File: config.mk
export PLATFORM = sky130hd
export DESIGN_NAME = sotf_core
export DESIGN_NICKNAME = d
export VERILOG_FILES = /design/src/sotf_core.v
export VERILOG_INCLUDE_DIRS = /design/src
export SDC_FILE = /design/constraint.sdc
export NUM_CORES = 1
export LEC_CHECK = 0
export BUFFER_PORTS_ARGS = -buffer_cell sky130_fd_sc_hd__buf_2
export CAP_MARGIN = 20
export CELL_PAD_IN_SITES_DETAIL_PLACEMENT = 0
export CELL_PAD_IN_SITES_GLOBAL_PLACEMENT = 1
export CORE_MARGIN = 2
export CORE_UTILIZATION = 40
export CTS_CLUSTER_SIZE = 24
export DETAILED_ROUTE_END_ITERATION = 8
export GPL_ROUTABILITY_DRIVEN = 0
export PLACE_DENSITY_LB_ADDON = 0.12
export SLEW_MARGIN = 30
export SYNTH_ARGS = -nofsm -noshare
export SYNTH_HDL_FRONTEND = slang
export SYNTH_SLANG_ARGS = --single-unit
File: constraint.sdc
create_clock -name i_clk -period 17.4 [get_ports i_clk]
set_input_delay 2.61 -clock i_clk [delete_from_list [all_inputs] [get_ports i_clk]]
set_output_delay 2.61 -clock i_clk [all_outputs]
set_load 0.1 [all_outputs]
File: src/sotf_consts.vh
// Constants for the capacity warning and load model block.
// Assumes inclusion by the single design file.
`ifndef SOTF_CONSTS_VH
`define SOTF_CONSTS_VH
`define SOTF_ADDR_W        4
`define SOTF_DATA_W        32
`define SOTF_OFF_CFG       4'h0
`define SOTF_OFF_SOC_INITIAL_WARN_FLAG_THR  4'h1
`define SOTF_OFF_SOC_FINAL_WARN_FLAG_THR  4'h2
`define SOTF_OFF_DSG_THR   4'h3
`define SOTF_OFF_FLAGS     4'h4
`define SOTF_OFF_CAP       4'h5
`define SOTF_OFF_LOAD      4'h6
`define SOTF_OFF_INT_STAT  4'h7
`define SOTF_OFF_INT_MASK  4'h8
`define SOTF_OFF_ENERGY    4'h9
`define SOTF_OFF_USER_RATE 4'ha
`define SOTF_CFG_LOAD_MODEL_STATUS_BIT      0
`define SOTF_CFG_RESERVE_COMP_SELECT    1
`define SOTF_CFG_SCALE10   2
`define SOTF_CFG_LSEL_LO   4
`define SOTF_CFG_RESET     32'h0000_0010
`define SOTF_SOC_INITIAL_WARN_FLAG_RESET    32'h0096_00c8
`define SOTF_SOC_FINAL_WARN_FLAG_RESET    32'h0064_0032
`define SOTF_DSG_RESET     32'h0000_003c
`define SOTF_FLG_SOC_INITIAL_WARN_FLAG      0
`define SOTF_FLG_SOC_FINAL_WARN_FLAG      1
`define SOTF_FLG_ISD       2
`define SOTF_FLG_TDD       3
`define SOTF_FLG_DSG       4
`define SOTF_FLG_LOAD_MODEL_STATUS_BIT      5
`define SOTF_SOC_FINAL_WARN_FLAG_OFF      16'hffff
`endif

File: src/sotf_core.v
// Capacity warning flags, load model select, reserve compensation and scale.
// Assumes synchronous inputs from the gauge datapath and a simple register port.
//
// Our own choices: strobed register access and the address map.
`timescale 1ns/1ps
`default_nettype none
`include "sotf_consts.vh"
// How it works
// - Integrate sense charge into remaining capacity
// - Full capacity is loaded, until termination
// - Nominal and full available are unloaded
// - Set initial warning below set threshold
// - Clear initial warning above clear threshold
// - Set final warning below final threshold
// - Final threshold minus one disables setting
// - Clear final only when set, above clear
// - Relaxed voltage check flags internal short
// - Two-cell parallel tab disconnect flag
// - Load model zero current, one power
// - Load model mirrored into status word
// - Current mode load select chooses rate
// - Power mode load select chooses rate
// - Reserve compensation loaded or no-load select
// - Scale ten uses centi units, trise
// - Discharge threshold decides true discharge
module sotf_core #(
  parameter CAP_W = 16
) (
  // Clock and reset
  input  wire             i_clk,
  input  wire             i_reset,
  // Register port
  input  wire [3:0]       i_addr,
  input  wire [31:0]      i_wdata,
  input  wire             i_wr,
  input  wire             i_rd,
  output reg  [31:0]      o_rdata,
  // Gauge datapath inputs
  input  wire             i_cap_update,
  input  wire signed [CAP_W-1:0] i_charge_delta,
  input  wire signed [CAP_W-1:0] i_current,
  input  wire [CAP_W-1:0] i_full_loaded,
  input  wire [CAP_W-1:0] i_full_unloaded,
  input  wire [CAP_W-1:0] i_volt_mv,
  input  wire [CAP_W-1:0] i_term_mv,
  input  wire [CAP_W-1:0] i_reserve_loaded,
  input  wire [CAP_W-1:0] i_reserve_noload,
  input  wire             i_relaxed,
  input  wire             i_short_detect,
  input  wire             i_two_cell_par,
  input  wire             i_tab_detect,
  // Load model rate sources
  input  wire [CAP_W-1:0] i_rate_prev,
  input  wire [CAP_W-1:0] i_rate_present,
  input  wire [CAP_W-1:0] i_rate_avg,
  input  wire [CAP_W-1:0] i_rate_filt,
  input  wire [CAP_W-1:0] i_rate_design5,
  input  wire [CAP_W-1:0] i_forecast_rate_value,
  // Results
  output reg  [CAP_W-1:0] o_remaining_cap,
  output reg  [CAP_W-1:0] o_full_charge_cap,
  output reg  [CAP_W-1:0] o_nominal_avail_cap,
  output reg  [CAP_W-1:0] o_full_avail_cap,
  output reg  [CAP_W-1:0] o_load_rate,
  output reg  [CAP_W-1:0] o_reserve_cap,
  output reg              o_soc_initial_warn_flag,
  output reg              o_soc_final_warn_flag,
  output reg              o_internal_short_flag,
  output reg              o_tab_disconnect_flag,
  output reg              o_discharging,
  output reg              o_load_model_status_bit,
  output reg              o_scale_x10,
  output reg              o_irq
);

  // Config and threshold registers
  reg [31:0] cfg_reg;
  reg [31:0] soc_initial_warn_flag_thr_reg;
  reg [31:0] soc_final_warn_flag_thr_reg;
  reg [31:0] dsg_thr_reg;
  reg [31:0] user_rate_reg;
  reg [31:0] energy_reg;
  reg [5:0]  int_stat_reg;
  reg [5:0]  int_mask_reg;
  reg [CAP_W-1:0] nom_reg;

  wire        load_model    = cfg_reg[`SOTF_CFG_LOAD_MODEL_STATUS_BIT];
  wire        reserve_comp_select = cfg_reg[`SOTF_CFG_RESERVE_COMP_SELECT];
  wire [2:0]  load_sel      = cfg_reg[`SOTF_CFG_LSEL_LO+2:`SOTF_CFG_LSEL_LO];
  wire [CAP_W-1:0] soc_initial_warn_flag_set  = soc_initial_warn_flag_thr_reg[CAP_W-1:0];
  wire [CAP_W-1:0] soc_initial_warn_flag_clr  = soc_initial_warn_flag_thr_reg[CAP_W+15:16];
  wire [CAP_W-1:0] soc_final_warn_flag_set  = soc_final_warn_flag_thr_reg[CAP_W-1:0];
  wire [CAP_W-1:0] soc_final_warn_flag_clr  = soc_final_warn_flag_thr_reg[CAP_W+15:16];
  wire signed [CAP_W-1:0] dsg_thr = dsg_thr_reg[CAP_W-1:0];

  // Next remaining capacity, saturated at both ends
  wire signed [CAP_W+1:0] rc_sum = $signed({2'b00, o_remaining_cap}) + i_charge_delta;
  wire [CAP_W-1:0] rc_next = rc_sum[CAP_W+1] ? {CAP_W{1'b0}} :
                             (rc_sum[CAP_W] ? {CAP_W{1'b1}} : rc_sum[CAP_W-1:0]);
  wire signed [CAP_W+1:0] nom_sum = $signed({2'b00, nom_reg}) + i_charge_delta;
  wire [CAP_W-1:0] nom_next = nom_sum[CAP_W+1] ? {CAP_W{1'b0}} :
                              (nom_sum[CAP_W] ? {CAP_W{1'b1}} : nom_sum[CAP_W-1:0]);

  // Rate chosen by load select; same table for both models
  function [CAP_W-1:0] pick_rate;
    input [2:0]       sel;
    input [CAP_W-1:0] user;
    begin
      case (sel)
        3'h0:    pick_rate = i_rate_prev;
        3'h1:    pick_rate = i_rate_present;
        3'h2:    pick_rate = i_rate_avg;
        3'h3:    pick_rate = i_rate_filt;
        3'h4:    pick_rate = i_rate_design5;
        3'h5:    pick_rate = i_forecast_rate_value;
        default: pick_rate = user;
      endcase
    end
  endfunction

  wire [5:0] events = {1'b0, ~o_discharging & (i_current < -dsg_thr),
                       i_tab_detect & i_two_cell_par & ~o_tab_disconnect_flag,
                       i_relaxed & i_short_detect & ~o_internal_short_flag,
                       1'b0, 1'b0};
  wire [5:0] soc_evt;
  assign soc_evt[0] = i_cap_update & ~o_soc_initial_warn_flag & (rc_next < soc_initial_warn_flag_set);
  assign soc_evt[1] = i_cap_update & ~o_soc_final_warn_flag & (soc_final_warn_flag_set != `SOTF_SOC_FINAL_WARN_FLAG_OFF) & (rc_next < soc_final_warn_flag_set);
  assign soc_evt[5:2] = events[5:2];

  always @(posedge i_clk or posedge i_reset) begin
    if (i_reset) begin
      cfg_reg       <= `SOTF_CFG_RESET;
      soc_initial_warn_flag_thr_reg  <= `SOTF_SOC_INITIAL_WARN_FLAG_RESET;
      soc_final_warn_flag_thr_reg  <= `SOTF_SOC_FINAL_WARN_FLAG_RESET;
      dsg_thr_reg   <= `SOTF_DSG_RESET;
      user_rate_reg <= 32'h0000_0000;
      energy_reg    <= 32'h0000_0000;
      int_mask_reg  <= 6'h00;
      int_stat_reg  <= 6'h00;
      nom_reg       <= {CAP_W{1'b0}};
      o_rdata       <= 32'h0000_0000;
      o_remaining_cap         <= {CAP_W{1'b0}};
      o_full_charge_cap       <= {CAP_W{1'b0}};
      o_nominal_avail_cap     <= {CAP_W{1'b0}};
      o_full_avail_cap        <= {CAP_W{1'b0}};
      o_load_rate             <= {CAP_W{1'b0}};
      o_reserve_cap           <= {CAP_W{1'b0}};
      o_soc_initial_warn_flag <= 1'b0;
      o_soc_final_warn_flag   <= 1'b0;
      o_internal_short_flag   <= 1'b0;
      o_tab_disconnect_flag   <= 1'b0;
      o_discharging           <= 1'b0;
      o_load_model_status_bit <= 1'b0;
      o_scale_x10             <= 1'b0;
      o_irq                   <= 1'b0;
    end else begin
      // Register writes
      if (i_wr) begin
        case (i_addr)
          `SOTF_OFF_CFG:       cfg_reg       <= i_wdata;
          `SOTF_OFF_SOC_INITIAL_WARN_FLAG_THR:  soc_initial_warn_flag_thr_reg  <= i_wdata;
          `SOTF_OFF_SOC_FINAL_WARN_FLAG_THR:  soc_final_warn_flag_thr_reg  <= i_wdata;
          `SOTF_OFF_DSG_THR:   dsg_thr_reg   <= i_wdata;
          `SOTF_OFF_INT_MASK:  int_mask_reg  <= i_wdata[5:0];
          `SOTF_OFF_ENERGY:    energy_reg    <= i_wdata;
          `SOTF_OFF_USER_RATE: user_rate_reg <= i_wdata;
          default: ;
        endcase
      end
      // Capacity tracking and warning flags
      if (i_cap_update) begin
        o_remaining_cap   <= rc_next;
        nom_reg           <= nom_next;
        o_nominal_avail_cap <= nom_next;
        o_full_avail_cap  <= i_full_unloaded;
        o_full_charge_cap <= (i_volt_mv > i_term_mv) ? i_full_loaded : o_full_charge_cap;
        if (rc_next < soc_initial_warn_flag_set)
          o_soc_initial_warn_flag <= 1'b1;
        else if (rc_next > soc_initial_warn_flag_clr)
          o_soc_initial_warn_flag <= 1'b0;
        if ((soc_final_warn_flag_set != `SOTF_SOC_FINAL_WARN_FLAG_OFF) && (rc_next < soc_final_warn_flag_set))
          o_soc_final_warn_flag <= 1'b1;
        else if (o_soc_final_warn_flag && (rc_next > soc_final_warn_flag_clr))
          o_soc_final_warn_flag <= 1'b0;
      end
      if (i_relaxed && i_short_detect)
        o_internal_short_flag <= 1'b1;
      if (i_two_cell_par && i_tab_detect)
        o_tab_disconnect_flag <= 1'b1;
      o_discharging <= (i_current < -dsg_thr);
      // Load model and options
      o_load_model_status_bit <= load_model;
      if (load_model)
        o_load_rate <= pick_rate(load_sel, user_rate_reg[CAP_W-1:0]);
      else
        o_load_rate <= pick_rate(load_sel, user_rate_reg[CAP_W-1:0]);
      o_reserve_cap <= reserve_comp_select ? i_reserve_loaded : i_reserve_noload;
      o_scale_x10   <= cfg_reg[`SOTF_CFG_SCALE10];
      // Interrupt status: set wins over read clear
      if (i_rd && (i_addr == `SOTF_OFF_INT_STAT))
        int_stat_reg <= soc_evt;
      else
        int_stat_reg <= int_stat_reg | soc_evt;
      o_irq <= |((int_stat_reg | soc_evt) & int_mask_reg &
                 ~((i_rd && (i_addr == `SOTF_OFF_INT_STAT)) ? int_stat_reg : 6'h00));
      // Register reads
      if (i_rd) begin
        case (i_addr)
          `SOTF_OFF_CFG:       o_rdata <= cfg_reg;
          `SOTF_OFF_SOC_INITIAL_WARN_FLAG_THR:  o_rdata <= soc_initial_warn_flag_thr_reg;
          `SOTF_OFF_SOC_FINAL_WARN_FLAG_THR:  o_rdata <= soc_final_warn_flag_thr_reg;
          `SOTF_OFF_DSG_THR:   o_rdata <= dsg_thr_reg;
          `SOTF_OFF_FLAGS:     o_rdata <= {26'h0, o_load_model_status_bit, o_discharging,
                                           o_tab_disconnect_flag, o_internal_short_flag,
                                           o_soc_final_warn_flag, o_soc_initial_warn_flag};
          `SOTF_OFF_CAP:       o_rdata <= {o_full_charge_cap, o_remaining_cap};
          `SOTF_OFF_LOAD:      o_rdata <= {o_reserve_cap, o_load_rate};
          `SOTF_OFF_INT_STAT:  o_rdata <= {26'h0, int_stat_reg};
          `SOTF_OFF_INT_MASK:  o_rdata <= {26'h0, int_mask_reg};
          `SOTF_OFF_ENERGY:    o_rdata <= energy_reg;
          `SOTF_OFF_USER_RATE: o_rdata <= user_rate_reg;
          default:             o_rdata <= 32'h0000_0000;
        endcase
      end else begin
        o_rdata <= 32'h0000_0000;
      end
    end
  end

endmodule // sotf_core
`default_nettype wire

Word level (Yosys, flattened, before mapping). Index checks and enable logic that the tools add are counted.

Mux-type cells: 14. Bitwise logic cells: 19. Eq/ne operators: 16. Add/subtract/negate cells: 3. Reductions and logical operators: 20. Order comparisons: 6.

Operators with widths (count): $pmux W32 S11 (1); $pmux W16 S6 (1); $mux W16 (5); $gt A16 B16 Y1 (3); $lt A16 B16 Y1 (3); $add A17 B16 Y18 (2); $mux W32 (1); $reduce_and A2 Y1 (10); $eq A4 B3 Y1 const B (4); $ne A16 B16 Y1 const B (1); $neg A16 Y16 (1); $and A6 B6 Y6 (2); $eq A4 B4 Y1 const B (3); $mux W6 (2); $and A1 B1 Y1 (10); $eq A4 B2 Y1 const B (2); $eq A3 B2 Y1 const B (2); $eq A3 B3 Y1 const B (2); $not A6 Y6 (1); $or A6 B5 Y6 (1); $reduce_or A6 Y1 (1); $logic_and A1 B1 Y1 (5); $not A1 Y1 (5); $eq A4 B1 Y1 const B (1); 5 further kinds (9).

Output and inout port bits: 136. Input port bits: 269. Logic and storage cells: 101. Flip-flop bits (word level): 340.

Logic depth before layout (Yosys ltp). Gate-level depths: netlist of the first run.

Depth after elaboration: 9. Depth in mapped cells: 20. Gate-level depth less buffers: 20.

Least setup slack after synthesis of the first run. No wires, ideal clock.

Path kind: input to register. Start point: input i_charge_delta[0]. End point: register o_irq. Cell stages on the path: 18. Path buffers: 1. Setup time: 0.069 ns. Path slack: 10.575 ns. Data required time: 17.331 ns. Data arrival time: 6.756 ns. Cell sequence: ha_1 > fa_1 > a211oi_2 > o211ai_2 > a211oi_4 > o221ai_2 > xnor2_4 > clkbuf_1 > a21oi_1 > ha_1 > and4_1 > a21oi_1 > nand2_1 > a2111oi_0 > o21ai_0 > a41o_1 > or4b_1 > nand3_1.

Longest elaborated chain between the ends: 9. Elaborated cells on any way between the ends: 11. Those cells by class: add/sub: 1; order compare: 2; mux: 2; bitwise: 5; reduce/logical: 1.

RTL lines: start: declaration (line sotf_core.v:40) `input wire signed [CAP_W-1:0] i_charge_delta,`; $add A17 B16 Y18 (*) (line sotf_core.v:97) `wire signed [CAP_W+1:0] rc_sum = $signed({2'b00, o_remaining_cap}) + i_charge_delta;`; $mux W16 (line sotf_core.v:99) `(rc_sum[CAP_W] ? {CAP_W{1'b1}} : rc_sum[CAP_W-1:0]);`; $mux W16 (*) (line sotf_core.v:98) `wire [CAP_W-1:0] rc_next = rc_sum[CAP_W+1] ? {CAP_W{1'b0}} :`; net rc_next[7] (line sotf_core.v:98); $lt A16 B16 Y1 (on tied branches) (line sotf_core.v:126, sotf_core.v:127); $and A1 B1 Y1 (on tied branches) (line sotf_core.v:126, sotf_core.v:127); $or A6 B5 Y6 (*) (line sotf_core.v:204) `o_irq <= |((int_stat_reg | soc_evt) & int_mask_reg &`; $and A6 B6 Y6 (*) (2 in series) (line sotf_core.v:204); $reduce_or A6 Y1 (*) (line sotf_core.v:204); end signal: assignment (line sotf_core.v:204); end: declaration (line sotf_core.v:73) `output reg o_irq`.

Mark *: on every way through the listed nets, which the timed path passes. The rest lies on a longest branch. A chain may end at the register's enable or synchronous reset.

Worst setup path after layout of the first run. Same ends and word-level chain as after synthesis.

==> results of run 1 <==
-- cell type report --
class	instances	area share [%]
multi-input cells	1213	42.5
flip-flops and latches	339	36.3
repair buffers	430	9.63
clock buffers	64	5.53
well taps	615	3.29
inverters	120	1.96
clock inverters	11	0.706
diodes	1	0.0107
-- layout by cell type, fill, tap and decap left out, types with 14 or more instances in the layout --
cell,Yosys,final
dfstp_2,18,18
o2111ai_1,19,19
nand2b_1,15,15
dfrtp_1,321,320
clkbuf_8,0,14
a22oi_1,82,82
nor2_1,75,69
nand2_1,70,70
a22o_1,30,30
a31oi_1,34,34
a21oi_1,82,82
nand4_1,38,38
nand3_1,35,35
a221oi_1,35,35
buf_2,1,404
clkbuf_16,0,43
a21o_1,27,27
inv_1,119,118
mux2i_1,16,16
buf_4,0,23
mux2_2,247,247
o21ai_0,80,80
xnor2_1,25,25
ha_1,124,124
xor2_1,17,17
-- worst register-to-register path, delay by kind of cell (launching register included) --
family                     cells  cell delay [ps]
DFF                            1              620
AOI/OAI and AO/OA              8             2420
and+or+nand+nor                8             1650
adders and majority gates      2              780
-- through the flow --
stage                     area (um^2)  power (mW)
final                           23400        4.22
after global routing            23400        4.47
after CTS                       23400        4.23
after detailed placement        21900        3.29
after global placement          21900        3.26
after floorplan                 19200        2.72
-- where the power goes --
group / switching, mW / internal, mW / total [mW]
clock: 0.347 / 0.571 / 0.918
sequential: 0.239 / 0.992 / 1.23
combinational: 1.43 / 0.646 / 2.07
total: 2.01 / 2.21 / 4.22
-- cells by family (layout without fill, tap and decap cells) --
family,count (synthesis),count (layout),synth area share [%]
XOR/XNOR,43,43,2.06
other,0,1,0
adder cells (fa/ha/maj),127,127,8.34
buffers and inverters,212,625,4.15
AND/OR/NAND/NOR,290,290,7.42
flip-flops,339,339,44.3
AO/OA/AOI/OAI,485,485,17.9
multiplexers,268,268,15.9
-- how the worst max path moves through the flow --
stage	from	to	slack [ps]	depth (start not counted)
floorplan	i_reset	cfg_reg[0]	5420	1
global placement	i_charge_delta[0]	o_irq	9940	21
detailed placement	i_charge_delta[0]	o_irq	9830	21
CTS	i_charge_delta[0]	o_irq	10430	21
global route	i_charge_delta[0]	o_irq	10000	21
finish	i_charge_delta[0]	o_irq	10290	21
-- metal layers --
layer | global-route usage, % | routed length, um | vias up
li1 | - | - | 7409
met1 | 37.9 | 30900 | 8200
met2 | 43.4 | 31600 | 506
met3 | 4.16 | 3300 | 95
met4 | 6.39 | 1300 | 6
met5 | 0 | 34 | -
==> flow_metrics.py, run 1 <==
metrics = {
    "timing": {
        "hold-worst-slack_ps": 421,
        "setup_viol": 0,
        "fin_crit_ps": 7110,
        "tns_ps": 0,
        "finalHoldViolCount": 0,
        "slew_headroom_pct": 37.0,
        "slew_violations": 0,
        "grt_setup_unrepaired": "false",
        "post-route-period-util_pct": 40.8,
        "fin_ws_ps": 10290,
        "worst_pin_slew_ps": 940,
        "fmax_ghz": 0.141,
        "fin_worst_skew_ps": 21.7,
    },
    "clocking": {
        "cts_resized": 0,
        "numCtsBuffers": 41,
        "clk_pin_slew_worst_paths_ps": 60,
        "cts_tree": "done",
        "cts_root_buffer": "clkbuf_16",
        "clock_sinks": 339,
        "cts_hold_buffers": 0,
        "post_cts_buffers": 0,
        "htree_num_levels": 2,
        "cts_buffer_depth": 3,
        "clk_latency_ps": 560,
    },
    "place": {
        "placed_cells": 2716,
        "port_buffers": 404,
        "hpwl_mm": 49.1,
        "place_ws_ps": 9830,
    },
    "outcome": {
        "outcome": "complete, no violations",
    },
    "global_route": {
        "grt_pass1_vias": 16400,
        "grt_max_degree": 137,
        "grt-ovfl-total": 0,
        "grt_pass1_wl_mm": 102,
        "antenna_found_initial": 5,
        "grt_util_all_layers_pct": 26.9,
    },
    "setup_path": {
        "critPathBufInv": 1,
        "reg2reg_from": "o_remaining_cap[10]",
        "cp-end-kind": "flop",
        "reg2reg_slack_ps": 11860,
        "crit_family": "compound AO/OA/AOI/OAI gates",
        "required_ps": 17900,
        "arrival_ps": 7610,
        "critPathSlowestCell": "a211oi_1",
        "regToRegEndpoint": "o_irq",
        "slowest_delay_ps": 790,
        "cp_cell_sequence": "buf_2, ha_1, fa_1, a211oi_2, o211ai_2, a211oi_4, o221ai_2, xnor2_4, nand2_1, a211oi_1, a211oi_1, ha_1, nand4_1, nor2_1, nand3_1, nor3_1, a2111oi_0, o21ai_0, a41o_1, or4b_1, nand3_1",
        "worst-r2r-cell-count": 18,
        "start_kind": "primary input",
        "cp_max_fo": 16,
        "path_class": "primary input to flop",
    },
    "yosys": {
        "synth_top_area_share_pct": 41.8,
        "syn_area_um2": 19200,
        "synth_area_leaders": "dfrtp_1 42%, mux2_2 14%, ha_1 8.1%, a22oi_1 3.2%, dfstp_2 2.5%",
        "yosysMostFrequentCell": "dfrtp_1",
        "synth_warnings": 0,
        "synth_edf_count": 0,
        "synth-main-ff-cell": "dfrtp_1",
        "synth.yosys.seq_area_share_pct": 44.3,
        "synthArstFlopShare_pct": 100,
        "syn_avg_cell_area_um2": 10.9,
        "ys_types": 76,
        "synthesis.nets": 2159,
        "synthTopCellsByCount": "321 x dfrtp_1, 247 x mux2_2, 124 x ha_1",
        "ys_ff_latch": 339,
        "syn_inst": 1764,
        "yosys.area.top_type": "dfrtp_1",
    },
    "floorplan": {
        "die_area_um2": 49800,
        "die_h_um": 223,
        "core-area_um2": 47500,
        "initial_core_util_pct": 40.4,
        "die_w_um": 223,
        "io_pins": 405,
        "row_count": 80,
    },
    "routing": {
        "wl_per_cell_um": 24.1,
        "drc": 0,
        "viasPerCell": 5.81,
        "antenna_left": 0,
        "drtIter0Drc": 1057,
        "wl_mm": 67.2,
        "via_count": 16200,
        "first_pass_iters": 6,
    },
    "final_layout": {
        "final_cells": 2793,
        "final_core_util_pct": 49.2,
        "drive_gt1_share_pct": 36.6,
        "num-fill-cells": 4386,
        "regArea_um2": 8510,
        "multi_input_area_um2": 9950,
        "syn_to_final_growth_pct": 21.8,
        "nets": 2540,
    },
    "run": {
        "drv_cap": 0,
    },
    "worst_hold_path": {
        "min-delay-start": "cfg_reg[2]",
        "whs_endpoint": "o_scale_x10",
        "hold_class": "flop to flop",
        "hold_depth": 0,
    },
    "power_and_ir_drop": {
        "leakage_nw": 11.0,
        "power_density_nw_per_um2": 180,
        "vdd_ir_drop_max_uv": 95.8,
    },
}
Power figures use the tool's default switching activity.
==> run 2, diff against run 1 <==
==> constraint.sdc (replaced) <==
create_clock -name i_clk -period 6.9 [get_ports i_clk]
set_input_delay 1.035 -clock i_clk [delete_from_list [all_inputs] [get_ports i_clk]]
set_output_delay 1.035 -clock i_clk [all_outputs]
set_load 0.1 [all_outputs]
==> run 2 against run 1 <==
Compared with the run above:
- register-to-register slack worse by 10000 ps
- die area unchanged
- combinational power rose to 2.5 times the previous value
- utilization down 0.29 points
- sequential share of layout area is 0.22 points higher
- largest cell class unchanged
- global-route usage about the same
- count of clock-buffer cells in the layout fell by 7
- flip-flop and latch count did not move
- total power increased by 150%
==> flow_metrics.py, run 2 (synthesis gave the netlist of run 1 again) <==
metrics = {
    "clocking": {
        "cts_hold_buffers": 0,
        "cts_root_buffer": "clkbuf_16",
        "htree_num_levels": 2,
        "clk_latency_ps": 570,
        "cts_tree": "done",
        "numCtsBuffers": 40,
        "clock_sinks": 339,
        "clk_pin_slew_worst_paths_ps": 60,
        "cts_buffer_depth": 3,
        "cts_resized": 0,
        "post_cts_buffers": 0,
    },
    "timing": {
        "fmax_ghz": 0.185,
        "grt_setup_unrepaired": "false",
        "post-route-period-util_pct": 78.4,
        "tns_ps": 0,
        "slew_headroom_pct": 38.8,
        "finalHoldViolCount": 0,
        "fin_worst_skew_ps": 23.6,
        "worst_pin_slew_ps": 914,
        "fin_crit_ps": 5410,
        "slew_violations": 0,
        "setup_viol": 0,
    },
    "global_route": {
        "grt_util_all_layers_pct": 26.8,
        "grt_max_degree": 148,
        "grt_pass1_wl_mm": 102,
        "grt_pass1_vias": 16700,
        "antenna_found_initial": 4,
        "grt-ovfl-total": 0,
    },
    "routing": {
        "antenna_left": 0,
        "via_count": 16400,
        "drc": 0,
        "wl_per_cell_um": 24.1,
        "wl_mm": 67.4,
        "drtIter0Drc": 1143,
        "viasPerCell": 5.86,
        "first_pass_iters": 7,
    },
    "setup_path": {
        "reg2reg_slack_ps": 1560,
        "cp_max_fo": 16,
        "arrival_ps": 5910,
        "cp-end-kind": "flop",
        "required_ps": 7400,
        "worst-r2r-cell-count": 20,
        "path_class": "primary input to flop",
        "reg2reg_from": "o_remaining_cap[0]",
        "regToRegEndpoint": "o_irq",
        "start_kind": "primary input",
    },
    "worst_hold_path": {
        "hold_depth": 0,
        "min-delay-start": "cfg_reg[0]",
        "whs_endpoint": "o_load_model_status_bit",
        "hold_class": "flop to flop",
    },
    "floorplan": {
        "core-area_um2": 47500,
        "io_pins": 405,
        "die_h_um": 223,
        "die_area_um2": 49800,
        "initial_core_util_pct": 40.4,
        "die_w_um": 223,
        "row_count": 80,
    },
    "outcome": {
        "outcome": "complete, no violations",
    },
    "final_layout": {
        "layout_common_cells": "404 x buf_2, 320 x dfrtp_1, 247 x mux2_2",
        "drive_gt1_share_pct": 36.4,
        "layout_commonest_cell": "buf_2",
        "nets": 2539,
        "syn_to_final_growth_pct": 21.1,
        "num-fill-cells": 4430,
        "finalInstanceArea_um2": 23300,
        "antennaDiodeCount": 0,
    },
    "power_and_ir_drop": {
        "vdd_ir_drop_max_uv": 242,
        "leakage_nw": 10.9,
        "power.total_mw": 10.5,
        "power_density_nw_per_um2": 451,
    },
    "place": {
        "port_buffers": 404,
        "hpwl_mm": 49.3,
        "dpl_cell_area_um2": 21900,
    },
    "run": {
        "drv_cap": 0,
    },
}
run 2: report_power, final:
group | total (mW) | internal, mW | switching (mW)
combinational | 5.22 | 1.62 | 3.60
sequential | 3.11 | 2.50 | 0.606
clock | 2.17 | 1.29 | 0.885
total | 10.5 | 5.41 | 5.09
run 2: final cells by class:
type,instances,area (um^2),area share (%)
sequential,339,8510,36.6
inverter,120,454,1.95
multi-input combinational,1213,9950,42.8
clock inverter,17,185,0.796
tap,615,769,3.31
timing repair buffer,430,2240,9.62
clock buffer,57,1160,4.97
run 2: worst max-delay path, stage by stage:
cell and delay [ps]:
buf_2 110, ha_1 230, fa_1 440, a211oi_2 310, o211ai_2 170, a211oi_4 320
o221ai_2 230, xnor2_4 260, nand2_1 120, a211oi_1 50, a211oi_1 650, ha_1 370
nand4_1 100, nor2_1 60, nand3_1 100, nor3_1 50, a2111oi_0 330, o21ai_0 140
a41o_1 270, or4b_1 470, nand3_1 90
run 2: stage by stage:
step / std cells / hold WS (ps) / worst slack [ps] / util, %
CTS: 2791 / 406 / 1520 / 48.9
detailed placement: 2717 / 395 / 921 / 46.1
floorplan: 1764 / 370 / 1350 / -
finish: 2791 / 407 / 1490 / 48.9
global placement: 2717 / 386 / 993 / 46.1
global route: 2791 / 407 / 1080 / 48.9
run 2: worst max path at each step:
| stage | from | end | cells past startpoint |
|---|---|---|---|
| 4_1_cts | i_charge_delta[0] | o_irq | 21 |
| 3_5_place_dp | i_charge_delta[0] | o_irq | 21 |
| 6_report | i_charge_delta[0] | o_irq | 21 |
| 5_1_grt | o_remaining_cap[10] | o_irq | 17 |
| 3_3_place_gp | i_charge_delta[0] | o_irq | 21 |
| 2_1_floorplan | i_reset | cfg_reg[0] | 1 |
run 2: routing by layer:
layer  global-route usage, %  vias to the layer above  wire [um]
met3                    5.14                      112       4500
met5                       0                        -         51
li1                        -                     7391          -
met2                    43.2                      588      31400
met4                    8.34                        8       1770
met1                    36.5                     8260      29700
==> run 3, diff against run 2 <==
--- a/config.mk
+++ b/config.mk
@@ -6,12 +6,13 @@
 export SDC_FILE = /design/constraint.sdc
 export NUM_CORES = 1
 export LEC_CHECK = 0
+export ABC_AREA = 1
 export BUFFER_PORTS_ARGS = -buffer_cell sky130_fd_sc_hd__buf_2
 export CAP_MARGIN = 20
 export CELL_PAD_IN_SITES_DETAIL_PLACEMENT = 0
 export CELL_PAD_IN_SITES_GLOBAL_PLACEMENT = 1
 export CORE_MARGIN = 2
-export CORE_UTILIZATION = 40
+export CORE_UTILIZATION = 37
 export CTS_CLUSTER_SIZE = 24
 export DETAILED_ROUTE_END_ITERATION = 8
 export GPL_ROUTABILITY_DRIVEN = 0
==> constraint.sdc (replaced) <==
create_clock -name i_clk -period 4.38 [get_ports i_clk]
set_input_delay 0.657 -clock i_clk [delete_from_list [all_inputs] [get_ports i_clk]]
set_output_delay 0.657 -clock i_clk [all_outputs]
set_load 0.1 [all_outputs]
==> run 3 against run 2 <==
Compared with the run above:
- count of clock-buffer cells in the layout rose by 2
- non-clock buffer count is 21 higher
- highest routed layer unchanged
- clock skew decreased by 1.0 ps
- die area grew 4.7%
- global-route usage fell by 0.63 points
- worst setup slack got worse by 1100 ps
- critical path depth grew 2
- sequential share of layout area is 0.48 points higher
==> flow_metrics.py, run 3 <==
metrics = {
    "outcome": {
        "outcome": "complete, no violations",
    },
    "setup_path": {
        "critPathSlowestCell": "dfrtp_1",
        "required_ps": 4840,
        "critPathMostFrequentCell": "nand2_1",
        "slowest_delay_ps": 410,
        "arrival_ps": 4430,
        "path_class": "flop to flop",
        "cp_cell_sequence": "inv_1, ha_1, nand2_1, nor4_1, nand2_1, nor2_1, nand3_1, nor3_1, nand3_1, xor2_1, ha_1, nand2_1, nor2_1, o211ai_1, nand2_1, xnor2_1, inv_1, nand2_1, nand2_1, o211ai_1, nand3_1, inv_1, nand3_1",
        "critPathBufInv": 3,
        "crit_family": "simple AND/OR/NAND/NOR gates",
        "cp_max_fo": 3,
        "start_kind": "flop",
        "cp-end-kind": "flop",
    },
    "yosys": {
        "yosys.area.top_type": "dfrtp_1",
        "yosysMostFrequentCell": "nand2_1",
        "syn_inst": 2207,
        "syn_avg_cell_area_um2": 8.43,
        "ys_ff_latch": 339,
        "synth.yosys.seq_area_share_pct": 45.7,
        "synthTopCellsByCount": "553 x nand2_1, 321 x dfrtp_1, 263 x o21ai_0",
        "synthesis.nets": 2602,
        "synth_top_area_share_pct": 43.2,
        "synth_edf_count": 0,
        "synth_area_leaders": "dfrtp_1 43%, nand2_1 11%, ha_1 8.3%, o21ai_0 7.1%, inv_1 5.1%",
        "syn_area_um2": 18600,
        "ys_types": 56,
        "synth_warnings": 0,
        "synthArstFlopShare_pct": 100,
        "synth-main-ff-cell": "dfrtp_1",
    },
    "global_route": {
        "grt_pass1_wl_mm": 105,
        "grt_pass1_vias": 17100,
        "grt_use_met1_pct": 36.3,
        "grt_util_all_layers_pct": 26.2,
        "grt-ovfl-total": 0,
        "top_usage_layer": "met2",
        "grt_max_degree": 85,
        "antenna_found_initial": 2,
        "grt_use_met2_pct": 42.1,
        "grtUsageMet3_pct": 5.48,
    },
    "timing": {
        "fin_crit_ps": 3970,
        "setup_viol": 0,
        "fin_ws_ps": 411,
        "worst_pin_slew_ps": 982,
        "tns_ps": 0,
        "slew_headroom_pct": 34.5,
        "grt_setup_unrepaired": "false",
        "post-route-period-util_pct": 90.6,
        "slew_violations": 0,
        "fin_worst_skew_ps": 22.6,
        "finalHoldViolCount": 0,
        "fmax_ghz": 0.252,
    },
    "routing": {
        "wl_mm": 68.8,
        "via_count": 17400,
        "wl_per_cell_um": 20.8,
        "viasPerCell": 5.24,
        "first_pass_iters": 5,
        "drtIter0Drc": 1272,
        "drc": 0,
        "antenna_left": 0,
    },
    "power_and_ir_drop": {
        "p_sw_share_pct": 48.2,
        "pwr-share-seq_pct": 29.8,
        "p_clk_share_pct": 23.2,
        "power_switching_mw": 7.39,
        "vdd_ir_drop_max_uv": 327,
        "power.total_mw": 15.3,
        "power_density_nw_per_um2": 667,
        "internal-power_mw": 7.93,
        "power_frac_comb_pct": 47.0,
        "leakage_nw": 11.7,
    },
    "clocking": {
        "cts_buffer_depth": 3,
        "post_cts_buffers": 0,
        "cts_hold_buffers": 0,
        "htree_num_levels": 2,
        "numCtsBuffers": 41,
        "cts_resized": 0,
        "cts_tree": "done",
        "clk_pin_slew_worst_paths_ps": 60,
        "clk_latency_ps": 590,
        "clock_sinks": 339,
        "cts_root_buffer": "clkbuf_16",
    },
    "place": {
        "place_ws_ps": 154,
        "port_buffers": 404,
        "hpwl_mm": 52.2,
        "placed_cells": 3238,
    },
    "run": {
        "drv_cap": 0,
    },
    "final_layout": {
        "layout_commonest_cell": "nand2_1",
        "syn_to_final_growth_pct": 23.4,
        "final_cells": 3314,
        "layout_common_cells": "549 x nand2_1, 404 x buf_2, 320 x dfrtp_1",
        "nets": 3004,
        "drive_gt1_share_pct": 23.1,
    },
    "floorplan": {
        "die_w_um": 228,
        "row_count": 82,
        "io_pins": 405,
        "die_area_um2": 52100,
        "die_h_um": 228,
        "initial_core_util_pct": 37.3,
        "core-area_um2": 49900,
    },
    "worst_hold_path": {
        "hold_class": "primary input to async pin",
    },
}
run 3: cell count changes in the layout (fill, tap and decap cells not counted), sizes merged, moves of 22 or more:
| cell | before | now |
|---|---|---|
| mux2 | 247 | 31 |
| a22oi | 84 | 2 |
| nand2 | 70 | 565 |
| nand3 | 35 | 89 |
| a21o | 27 | 2 |
| a22o | 30 | 8 |
| o21ai | 82 | 268 |
| o22ai | 7 | 31 |
| a21oi | 83 | 105 |
| inv | 118 | 256 |
| a221oi | 35 | 64 |
run 3: layout make-up:
type,instances,area [um^2]
clock buffers,59,1160
flip-flops and latches,339,8510
multi-input cells,1517,8820
fillers,5030,26900
well taps,672,841
inverters,259,976
repair buffers,451,2410
diodes,1,2.50
clock inverters,16,238
run 3: worst paths after layout:
check | startpoint | to | slack, ps | cells past startpoint
setup / recovery | dsg_thr_reg[1] | o_irq | 410 | 23
hold / removal | i_reset | nom_reg[10] | 260 | 2
setup reg to reg | dsg_thr_reg[1] | o_irq | 410 | 23
hold reg to reg | cfg_reg[0] | o_load_model_status_bit | 420 | 0
max in group asynchronous | i_reset | soc_initial_warn_flag_thr_reg[20] | 3180 | 3
min in group i_clk | i_short_detect | o_internal_short_flag | 280 | 3
run 3: cells by family (layout without fill, tap and decap cells):
logic type	count (synthesis)	after routing	synth area share, %
XOR/XNOR	41	41	1.97
AND/OR/NAND/NOR	765	765	17.0
other	0	1	0
flip-flops	339	339	45.7
buffers and inverters	351	785	7.12
AO/OA/AOI/OAI	554	554	17.8
adder cells (fa/ha/maj)	126	126	8.55
multiplexers	31	31	1.88
run 3: stage by stage:
stage | hold WS [ps] | instance area, um^2 | utilization [%]
final | 256 | 23000 | 46.1
after CTS | 252 | 23000 | 46.0
after floorplan | 374 | 18600 | -
after global routing | 266 | 23000 | 46.1
after detailed placement | 418 | 21600 | 43.2
after global placement | 413 | 21600 | 43.2
run 3: worst reg2reg max path: cells and delay by family (launching register included):
family | cells | cell delay [ps]
fa+ha+maj | 2 | 470
flops | 1 | 410
compound gates | 2 | 210
xor+xnor | 2 | 300
buf+inv | 3 | 330
simple gates | 14 | 2140
run 3: power groups by stage:
stage               Clock (mW)  Sequential (mW)  Combinational (mW)
floorplan                    0             6.50                3.20
global placement             0             4.59                7.09
detailed placement           0             4.60                7.18
CTS                       3.64             4.55                7.21
global route              3.76             4.64                7.87
finish                    3.56             4.57                7.19
run 3: per-layer routing:
metal	share of wire [%]	routed length (um)
met2	46	31800
met1	45	30700
met5	0.019	13
met3	7.2	4960
met4	2.0	1360
